### config.mk
export PLATFORM = sky130hd
export DESIGN_NAME = lcdp_ports
export DESIGN_NICKNAME = d
export VERILOG_FILES = /design/src/lcdp_pkg.sv /design/src/lcdp_ports.sv
export SDC_FILE = /design/constraint.sdc
export NUM_CORES = 1
export LEC_CHECK = 0
export BUFFER_PORTS_ARGS = -buffer_cell sky130_fd_sc_hd__buf_2
export CORE_MARGIN = 10
export CORE_UTILIZATION = 49
export DETAILED_ROUTE_END_ITERATION = 10
export PLACE_DENSITY = 0.79
export RECOVER_POWER = 25
export SLEW_MARGIN = 40
export SYNTH_ARGS = -nofsm -noshare
export SYNTH_HDL_FRONTEND = slang
export SYNTH_SLANG_ARGS = --single-unit
export TNS_END_PERCENT = 20
### constraint.sdc
create_clock -name pclk -period 1.8 [get_ports pclk]
set_clock_uncertainty 0.15 [all_clocks]
set_input_delay 0.36 -clock pclk [delete_from_list [all_inputs] [get_ports pclk]]
set_output_delay 0.36 -clock pclk [all_outputs]
set_load 0.01 [all_outputs]
### src/lcdp_pkg.sv
package lcdp_pkg;

  ////////////////////////////////////////////////////////////////////////////
  // Register indices, byte address is four times the index
  localparam int IDX_W = 9;
  localparam logic [8:0] IDX_FIRST_DATA = 9'h007;
  localparam logic [8:0] IDX_SECOND_DATA = 9'h008;
  localparam logic [8:0] IDX_THIRD_DATA = 9'h009;
  localparam logic [8:0] IDX_FIRST_DIR = 9'h087;
  localparam logic [8:0] IDX_SECOND_DIR = 9'h088;
  localparam logic [8:0] IDX_THIRD_DIR = 9'h089;
  localparam logic [8:0] IDX_LCD_SEL = 9'h10d;

  ////////////////////////////////////////////////////////////////////////////
  // Pin counts
  localparam int FIRST_PINS = 6;
  localparam int SECOND_PINS = 8;
  localparam int SECOND_IO_PINS = 5;
  localparam int THIRD_PINS = 8;
  localparam int REG_W = 8;

  ////////////////////////////////////////////////////////////////////////////
  // Reset values
  localparam logic [5:0] RST_FIRST_DATA = 6'h00;
  localparam logic [5:0] RST_FIRST_DIR = 6'h3f;
  localparam logic [7:0] RST_SECOND_DATA = 8'h00;
  localparam logic [7:0] RST_SECOND_DIR = 8'hff;
  localparam logic [7:0] RST_THIRD_DIR = 8'hff;
  localparam logic [7:0] RST_LCD_SEL = 8'hff;

  ////////////////////////////////////////////////////////////////////////////
  // Segment-select bit positions
  localparam int SEL_LOW_SECOND = 0;
  localparam int SEL_THIRD_A = 1;
  localparam int SEL_THIRD_B = 2;
  localparam int SEL_THIRD_TOP = 6;
  localparam int SEL_HIGH_SECOND = 7;

  ////////////////////////////////////////////////////////////////////////////
  // Segment and common numbering
  localparam int SEGS = 32;
  localparam int COMS = 4;
  localparam int SEG_SECOND_LOW_BASE = 0;
  localparam int SEG_THIRD_BASE = 5;
  localparam int SEG_THIRD_TOP = 27;
  localparam int SEG_SECOND_HIGH_BASE = 29;
  localparam int COM_SECOND_PIN5 = 3;
  localparam int THIRD_A_LAST = 3;
  localparam int THIRD_B_LAST = 6;

  ////////////////////////////////////////////////////////////////////////////
  // First-port pin roles
  localparam int PIN_T1_OUT = 0;
  localparam int PIN_T1_IN = 1;
  localparam int PIN_CCP = 2;
  localparam int PIN_SCK = 3;
  localparam int PIN_SDI = 4;
  localparam int PIN_SDO = 5;

  ////////////////////////////////////////////////////////////////////////////
  // Types
  typedef enum logic [2:0] {
    LCDP_REG_NONE,
    LCDP_REG_FIRST_DATA,
    LCDP_REG_SECOND_DATA,
    LCDP_REG_THIRD_DATA,
    LCDP_REG_FIRST_DIR,
    LCDP_REG_SECOND_DIR,
    LCDP_REG_THIRD_DIR,
    LCDP_REG_LCD_SEL
  } lcdp_reg_t;

  typedef struct packed {
    logic timer1_osc_en;
    logic ccp_en;
    logic ccp_drives;
    logic ccp_out;
    logic ssp_en;
    logic ssp_i2c;
    logic sck_drive;
    logic sck_out;
    logic sda_drive_low;
    logic sdo_out;
  } lcdp_periph_t;

  typedef struct packed {
    logic [5:0] level;
    logic [5:0] oe;
  } lcdp_first_drive_t;

  typedef struct packed {
    logic [4:0] level;
    logic [4:0] oe;
  } lcdp_second_drive_t;

endpackage

### src/lcdp_ports.sv
`timescale 1ns/100ps
// Function
// (RQ1) First port has six pins, each direction set by its own bit
// (RQ2) An enabled peripheral forces first-port pin direction while it stays enabled
// (RQ3) Software avoids read-modify-write of first-port direction while peripherals run
// (RQ4) First-port data bits 7 and 6 always read zero
// (RQ5) Reset sets first-port direction to inputs; data kept over other resets
// (RQ6) Pin 0 timer-1 oscillator out or clock in; pin 1 oscillator in
// (RQ7) Pin 2 capture, compare or PWM; pin 3 serial clock
// (RQ8) Pin 4 SPI data in or I2C data; pin 5 serial data out
// (RQ9) Second port has eight pins; low five are I/O or segment drivers
// (RQ10) Second-port upper three pins are inputs or segment/common drivers
// (RQ11) Second-port direction governs pins 0 to 4 in port mode only
// (RQ12) Second-port pins map to segments 0-4, 29-31 or commons 3-1
// (RQ13) Power-on reset gives LCD-shared pins to the segment drivers
// (RQ14) Set segment-select bit gives pins to LCD, overriding direction
// (RQ15) Third port is eight input-only pins shared with segment drivers
// (RQ16) Third-port pins map to segments 5 to 11 and 27
// (RQ17) Three select bits govern third port; one also serves another port (here select bits 1, 2 and 6 serve the third port only)
// (RQ18) Second and third data reset zero; their directions and select ones
// (RQ19) Data register reads return pin levels; writes load the latch
// (RQ20) Direction one makes pin input; zero drives the latch
// (RQ21) Input-only port never drives its pins whatever is written
module lcdp_ports #(
  parameter int ADDR_WIDTH = 12
) (
  input wire logic pclk,
  input wire logic presetn,
  input wire logic warm_reset,
  input wire logic psel,
  input wire logic penable,
  input wire logic pwrite,
  input wire logic [ADDR_WIDTH-1:0] paddr,
  input wire logic [31:0] pwdata,
  input wire logic [3:0] pstrb,
  output logic [31:0] prdata,
  output logic pready,
  output logic pslverr,
  input wire lcdp_pkg::lcdp_periph_t periph,
  input wire logic [3:0] com_used,
  input wire logic [5:0] first_pin_in,
  output lcdp_pkg::lcdp_first_drive_t first_pin_drive,
  output logic [5:0] first_pin_level,
  input wire logic [7:0] second_pin_in,
  output lcdp_pkg::lcdp_second_drive_t second_pin_drive,
  output logic [7:0] second_pin_level,
  input wire logic [7:0] third_pin_in,
  output logic [7:0] third_pin_level,
  output logic [7:0] lcd_segment_pin_select,
  output logic [31:0] seg_owned,
  output logic [3:0] com_owned
);
  import lcdp_pkg::*;

  ////////////////////////////////////////////////////////////////////////////
  // Parameter check
  if (ADDR_WIDTH < IDX_W + 2 || ADDR_WIDTH > 32)
  begin : g_bad_addr
    $error("ADDR_WIDTH must be 11 to 32");
  end

  ////////////////////////////////////////////////////////////////////////////
  // Helpers
  function automatic logic [ADDR_WIDTH-1:0] byte_addr(input logic [8:0] idx);
    byte_addr = ADDR_WIDTH'({idx, 2'b00});
  endfunction

  function automatic lcdp_reg_t decode(input logic [ADDR_WIDTH-1:0] a);
    decode = LCDP_REG_NONE;
    if (a == byte_addr(IDX_FIRST_DATA))
    begin
      decode = LCDP_REG_FIRST_DATA;
    end
    else if (a == byte_addr(IDX_SECOND_DATA))
    begin
      decode = LCDP_REG_SECOND_DATA;
    end
    else if (a == byte_addr(IDX_THIRD_DATA))
    begin
      decode = LCDP_REG_THIRD_DATA;
    end
    else if (a == byte_addr(IDX_FIRST_DIR))
    begin
      decode = LCDP_REG_FIRST_DIR;
    end
    else if (a == byte_addr(IDX_SECOND_DIR))
    begin
      decode = LCDP_REG_SECOND_DIR;
    end
    else if (a == byte_addr(IDX_THIRD_DIR))
    begin
      decode = LCDP_REG_THIRD_DIR;
    end
    else if (a == byte_addr(IDX_LCD_SEL))
    begin
      decode = LCDP_REG_LCD_SEL;
    end
  endfunction

  ////////////////////////////////////////////////////////////////////////////
  // Pin synchronisers
  logic [21:0] pin_meta;
  logic [21:0] pin_sync;

  always_ff @(posedge pclk or negedge presetn)
  begin
    if (!presetn)
    begin
      pin_meta <= '0;
      pin_sync <= '0;
    end
    else
    begin
      pin_meta <= {third_pin_in, second_pin_in, first_pin_in};
      pin_sync <= pin_meta;
    end
  end

  logic [5:0] first_sync;
  logic [7:0] second_sync;
  logic [7:0] third_sync;
  assign first_sync = pin_sync[5:0];
  assign second_sync = pin_sync[13:6];
  assign third_sync = pin_sync[21:14];

  ////////////////////////////////////////////////////////////////////////////
  // Register file
  logic [5:0] first_data;
  logic [5:0] first_dir;
  logic [7:0] second_data;
  logic [7:0] second_dir;
  logic [7:0] third_dir;
  logic [7:0] lcd_sel;
  logic [5:0] next_first_data;
  logic [5:0] next_first_dir;
  logic [7:0] next_second_data;
  logic [7:0] next_second_dir;
  logic [7:0] next_third_dir;
  logic [7:0] next_lcd_sel;
  logic wr_fire;
  lcdp_reg_t sel_reg;

  assign sel_reg = decode(paddr);
  assign wr_fire = psel & penable & pready & pwrite & pstrb[0];

  always_comb
  begin
    next_first_data = first_data;
    next_first_dir = first_dir;
    next_second_data = second_data;
    next_second_dir = second_dir;
    next_third_dir = third_dir;
    next_lcd_sel = lcd_sel;
    if (warm_reset)
    begin
      next_first_dir = RST_FIRST_DIR; // RQ5
      next_second_data = RST_SECOND_DATA; // RQ18
      next_second_dir = RST_SECOND_DIR; // RQ18
      next_third_dir = RST_THIRD_DIR; // RQ18
      next_lcd_sel = RST_LCD_SEL; // RQ18
    end
    else if (wr_fire)
    begin
      case (sel_reg)
        LCDP_REG_FIRST_DATA: next_first_data = pwdata[5:0]; // RQ19
        LCDP_REG_SECOND_DATA: next_second_data = pwdata[7:0]; // RQ19
        LCDP_REG_FIRST_DIR: next_first_dir = pwdata[5:0]; // RQ1
        LCDP_REG_SECOND_DIR: next_second_dir = pwdata[7:0];
        LCDP_REG_THIRD_DIR: next_third_dir = pwdata[7:0];
        LCDP_REG_LCD_SEL: next_lcd_sel = pwdata[7:0];
        LCDP_REG_THIRD_DATA: next_lcd_sel = lcd_sel; // RQ21
        default: next_lcd_sel = lcd_sel;
      endcase
    end
  end

  always_ff @(posedge pclk or negedge presetn)
  begin
    if (!presetn)
    begin
      first_data <= RST_FIRST_DATA;
      first_dir <= RST_FIRST_DIR; // RQ5
      second_data <= RST_SECOND_DATA; // RQ18
      second_dir <= RST_SECOND_DIR;
      third_dir <= RST_THIRD_DIR;
      lcd_sel <= RST_LCD_SEL; // RQ13
    end
    else
    begin
      first_data <= next_first_data;
      first_dir <= next_first_dir;
      second_data <= next_second_data;
      second_dir <= next_second_dir;
      third_dir <= next_third_dir;
      lcd_sel <= next_lcd_sel;
    end
  end

  ////////////////////////////////////////////////////////////////////////////
  // APB slave, no wait states
  logic [31:0] next_prdata;
  logic next_pready;
  logic next_pslverr;
  logic [31:0] rd_mux;
  logic setup;

  assign setup = psel & ~penable;

  always_comb
  begin
    rd_mux = '0;
    case (sel_reg)
      LCDP_REG_FIRST_DATA: rd_mux = {26'h0, first_sync}; // RQ4 RQ19
      LCDP_REG_SECOND_DATA: rd_mux = {24'h0, second_sync}; // RQ19
      LCDP_REG_THIRD_DATA: rd_mux = {24'h0, third_sync}; // RQ19
      LCDP_REG_FIRST_DIR: rd_mux = {26'h0, first_dir};
      LCDP_REG_SECOND_DIR: rd_mux = {24'h0, second_dir};
      LCDP_REG_THIRD_DIR: rd_mux = {24'h0, third_dir};
      LCDP_REG_LCD_SEL: rd_mux = {24'h0, lcd_sel};
      default: rd_mux = '0;
    endcase
    next_pready = setup;
    next_prdata = (setup && !pwrite) ? rd_mux : '0;
    next_pslverr = setup && (sel_reg == LCDP_REG_NONE);
  end

  always_ff @(posedge pclk or negedge presetn)
  begin
    if (!presetn)
    begin
      prdata <= '0;
      pready <= 1'b0;
      pslverr <= 1'b0;
    end
    else
    begin
      prdata <= next_prdata;
      pready <= next_pready;
      pslverr <= next_pslverr;
    end
  end

  ////////////////////////////////////////////////////////////////////////////
  // Pin drive and LCD ownership
  lcdp_first_drive_t next_first_drive;
  lcdp_second_drive_t next_second_drive;
  logic [31:0] next_seg_owned;
  logic [3:0] next_com_owned;
  logic [7:0] third_lcd;
  logic second_low_lcd;
  logic second_high_lcd;

  always_comb
  begin
    second_low_lcd = lcd_sel[SEL_LOW_SECOND];
    second_high_lcd = lcd_sel[SEL_HIGH_SECOND];
    for (int i = 0; i < THIRD_PINS; i++)
    begin
      if (i <= THIRD_A_LAST)
      begin
        third_lcd[i] = lcd_sel[SEL_THIRD_A]; // RQ17
      end
      else if (i <= THIRD_B_LAST)
      begin
        third_lcd[i] = lcd_sel[SEL_THIRD_B]; // RQ17
      end
      else
      begin
        third_lcd[i] = lcd_sel[SEL_THIRD_TOP]; // RQ17
      end
    end
  end

  always_comb
  begin
    // First port: direction bit, then peripheral forcing
    next_first_drive.level = first_data;
    next_first_drive.oe = ~first_dir; // RQ1 RQ20
    if (periph.timer1_osc_en)
    begin
      next_first_drive.oe[PIN_T1_OUT] = 1'b0; // RQ2 RQ6
      next_first_drive.oe[PIN_T1_IN] = 1'b0; // RQ6
    end
    if (periph.ccp_en)
    begin
      next_first_drive.oe[PIN_CCP] = periph.ccp_drives; // RQ2 RQ7
      next_first_drive.level[PIN_CCP] = periph.ccp_out; // RQ7
    end
    if (periph.ssp_en && periph.ssp_i2c)
    begin
      next_first_drive.oe[PIN_SCK] = periph.sck_drive & ~periph.sck_out; // RQ7
      next_first_drive.level[PIN_SCK] = 1'b0;
      next_first_drive.oe[PIN_SDI] = periph.sda_drive_low; // RQ8
      next_first_drive.level[PIN_SDI] = 1'b0;
    end
    else if (periph.ssp_en)
    begin
      next_first_drive.oe[PIN_SCK] = periph.sck_drive; // RQ2 RQ7
      next_first_drive.level[PIN_SCK] = periph.sck_out;
      next_first_drive.oe[PIN_SDI] = 1'b0; // RQ8
      next_first_drive.oe[PIN_SDO] = 1'b1; // RQ8
      next_first_drive.level[PIN_SDO] = periph.sdo_out;
    end
  end

  always_comb
  begin
    // Second port: low five pins only, never while LCD owns them
    next_second_drive.level = second_data[SECOND_IO_PINS-1:0]; // RQ9
    next_second_drive.oe = second_low_lcd ? '0 : ~second_dir[SECOND_IO_PINS-1:0]; // RQ11 RQ14

    // Segment and common ownership
    next_seg_owned = '0;
    next_com_owned = '0;
    for (int i = 0; i < SECOND_IO_PINS; i++)
    begin
      next_seg_owned[SEG_SECOND_LOW_BASE + i] = second_low_lcd; // RQ12
    end
    for (int i = 0; i < THIRD_PINS - 1; i++)
    begin
      next_seg_owned[SEG_THIRD_BASE + i] = third_lcd[i]; // RQ16
    end
    next_seg_owned[SEG_THIRD_TOP] = third_lcd[THIRD_PINS-1]; // RQ16
    for (int j = 0; j < SECOND_PINS - SECOND_IO_PINS; j++)
    begin
      next_seg_owned[SEG_SECOND_HIGH_BASE + j] =
        second_high_lcd & ~com_used[COM_SECOND_PIN5 - j]; // RQ10 RQ12
      next_com_owned[COM_SECOND_PIN5 - j] =
        second_high_lcd & com_used[COM_SECOND_PIN5 - j]; // RQ10 RQ12
    end
  end

  always_ff @(posedge pclk or negedge presetn)
  begin
    if (!presetn)
    begin
      first_pin_drive <= '0;
    end
    else
    begin
      first_pin_drive <= next_first_drive;
    end
  end

  always_ff @(posedge pclk or negedge presetn)
  begin
    if (!presetn)
    begin
      second_pin_drive <= '0;
      seg_owned <= '0;
      com_owned <= '0;
      lcd_segment_pin_select <= RST_LCD_SEL;
    end
    else
    begin
      second_pin_drive <= next_second_drive;
      seg_owned <= next_seg_owned;
      com_owned <= next_com_owned;
      lcd_segment_pin_select <= lcd_sel; // RQ14
    end
  end

  always_ff @(posedge pclk or negedge presetn)
  begin
    if (!presetn)
    begin
      first_pin_level <= '0;
      second_pin_level <= '0;
      third_pin_level <= '0;
    end
    else
    begin
      first_pin_level <= first_sync;
      second_pin_level <= second_sync; // RQ10
      third_pin_level <= third_sync; // RQ15 RQ21
    end
  end

endmodule

==> metrics.txt <==
slew of the pin with the lowest slew margin 0.793 ns; Arr. time, crit path 1.95 ns; cell count after placement 771; Routability Congestion 0.889; worst hold start periph[2]; Worst-Skew Late Latency 0.43 ns; H-tree levels 4; Synth-to-Final Area Change 34.8%; Post-Syn Area 0.00595 sq mm; Residual DRC 0; Final #Nets 767; RSZ-0062 raised after global routing yes; overall power 7.95 mW; CTS Root Cell clkbuf_16; CTS clk-pin slew, worst paths 0.06 ns; worst-path maximum fanout 8; ys flop type dfrtp_1; critical path class input pin to flip-flop; ranking of synthesized cells by area dfrtp_1, dfstp_2, buf_4; worst vdd ir 0.000457 V; Hold Crit Class input pin to flip-flop; Sink Count 157; reg2reg start pready; Async SR Flop Fraction 1.00; Rows 40; period utilization 0.984; CP endpoint kind flip-flop; Fmax 0.565 GHz; DR vias 4,387; Chip Width 130 um; max_cap viols 0; Clock Tree Buf Depth 2; EDFF count, synth 0; Post-Synthesis Cells 456; pwr dens 990 mW/mm^2; GRT Total Usage 0.193; Hold EP first_pin_drive[9]; non-filler cells, final 837; depth of the worst hold-timing path 2; WL/cell 19.6 um; n_diodes 0; CORE AREA 0.0120 sq mm; Leakage 3.73 nW; R2R depth 7; Post-synth top cells dfrtp_1, buf_4, dfstp_2; data required time of the critical path 1.98 ns; CTS tree yes; layout cells sized above 1 0.425; initial antenna violation count 0; post-route cell area 0.00802 sq mm; count of cell types in the netlist 45; count leader, synth dfrtp_1; RR Endpoint third_dir[6]; # IOs 212; setup slack, reg-to-reg 0.05 ns; DRT antenna net count 0; grt total ovfl 0; largest net degree at the start of global routing 56; post-synth top area cell dfrtp_1; Final Slew Violations 0; endpoints failing setup 0; kind of start point of the critical path input pin; crit path time final 1.77 ns; first-pass GRT wire length 25,000 um; vias per cell 5.24; status finished, final reports clean; register area share after synthesis 0.668; Post-Route WL 16,400 um; Num CTS Buffers 17; Final Hold Violating Endpoints 0; Mean Syn Cell Area 13.1 sq um; flops & latches, synth 157; Port Buffer Count 142; Detail Placement HPWL 11,600 um; iteration count of the initial detailed-routing pass 5; Yosys warnings 0; FILL cells 887; die height 130 um; top-area cell type share of the netlist area 0.500; placed cell areas 0.00703 sq mm; First DRT Iteration DRCs 262; relative slew slack 0.471; Starting Density 0.498; die area 0.0170 sq mm; number of global-route vias before repair 4,798
placed cells by master (no fill, tap or decap), types with 9 or more instances in the layout:
cell type and instances:
buf_2 141, dfrtp_1 119, buf_4 54, conb_1 41, nand3_1 33, dfstp_2 33, dlygate4sd3_1 29, o21ai_0 23
clkbuf_16 17, a21oi_1 15, mux2_2 14, nor2_1 13, nor3_1 12, nand4_1 10, nand2_1 9, and3_1 9
sequential cells by signal, indices dropped and copies added, names as in the netlist:
name and cells:
third_pin_level 8, pin_sync 22, first_data 6, seg_owned 7, lcd_sel 8, first_pin_drive 12, pin_meta 22, com_owned 3
second_pin_level 8, second_data 5, first_pin_level 6, pslverr 1, prdata 8, first_dir 6, third_dir 8, second_dir 8
lcd_segment_pin_select 8, second_pin_drive 10, pready 1
cells by family (layout without fill, tap and decap cells):
kind of cell           count (synthesis)  after routing  share of synthesized area
and+or+nand+nor                      117            117                      0.112
other                                  1             41                   0.000630
buffers and inverters                 76            270                     0.0803
DFF                                  157            157                      0.668
muxes                                 22             22                     0.0441
AOI/OAI and AO/OA                     83             83                     0.0952
metrics by stage:
step,setup slack [ns],utilization,hold slack (ns),setup TNS (ns)
after floorplan,-0.332,-,-0.0856,-9.70
after global placement,-0.482,0.587,0.0963,-13.35
after detailed placement,-0.531,0.587,0.0999,-15.00
after CTS,0.0129,0.665,0.0109,0
after global routing,-0.0381,0.671,0.0145,-0.262
final,0.0285,0.671,0.0207,0
power by group:
part | internal, mW | switching (mW)
clock network | 2.34 | 1.45
logic | 0.209 | 0.296
registers | 3.62 | 0.0338
total | 6.17 | 1.78
worst max path at each step:
stage / from / endpoint / cells past startpoint
final: paddr[8] / prdata[0] / 7
after CTS: pready / second_dir[6] / 6
after floorplan: paddr[4] / second_dir[1] / 6
after global placement: paddr[4] / prdata[5] / 5
after detailed placement: paddr[4] / prdata[5] / 5
after global routing: paddr[1] / first_data[1] / 7
routing by layer:
metal / part of all wire / global-route usage
met4: 0.027 / 0.104
met5: 0 / 0
met2: 0.49 / 0.320
met3: 0.082 / 0.0560
met1: 0.40 / 0.221
cell type report:
| class | count | area [sq um] | area share |
|---|---|---|---|
| clock buffer | 20 | 437 | 0.0544 |
| clock inverter | 12 | 186 | 0.0232 |
| inverter | 5 | 18.8 | 0.00234 |
| multi-input combinational | 263 | 1690 | 0.211 |
| sequential | 157 | 3980 | 0.496 |
| tap | 147 | 184 | 0.0229 |
| timing repair buffer | 233 | 1530 | 0.191 |
worst max-delay path: stages:
cell     delay [ns]
buf_2          0.11
buf_4          0.12
nor3_1         0.30
buf_4          0.21
nand3_1        0.14
a311o_2        0.49
a21oi_1        0.22
repair_timing:
action                     in CTS  in global routing
gates resized for setup         4                 12
pin swaps                       0                  9
hold buffers                   29                  0
buffers inserted                0                  5
setup endpoints to repair      17                 25
hold endpoints to repair      141                  0
Power figures use the tool's default switching activity.
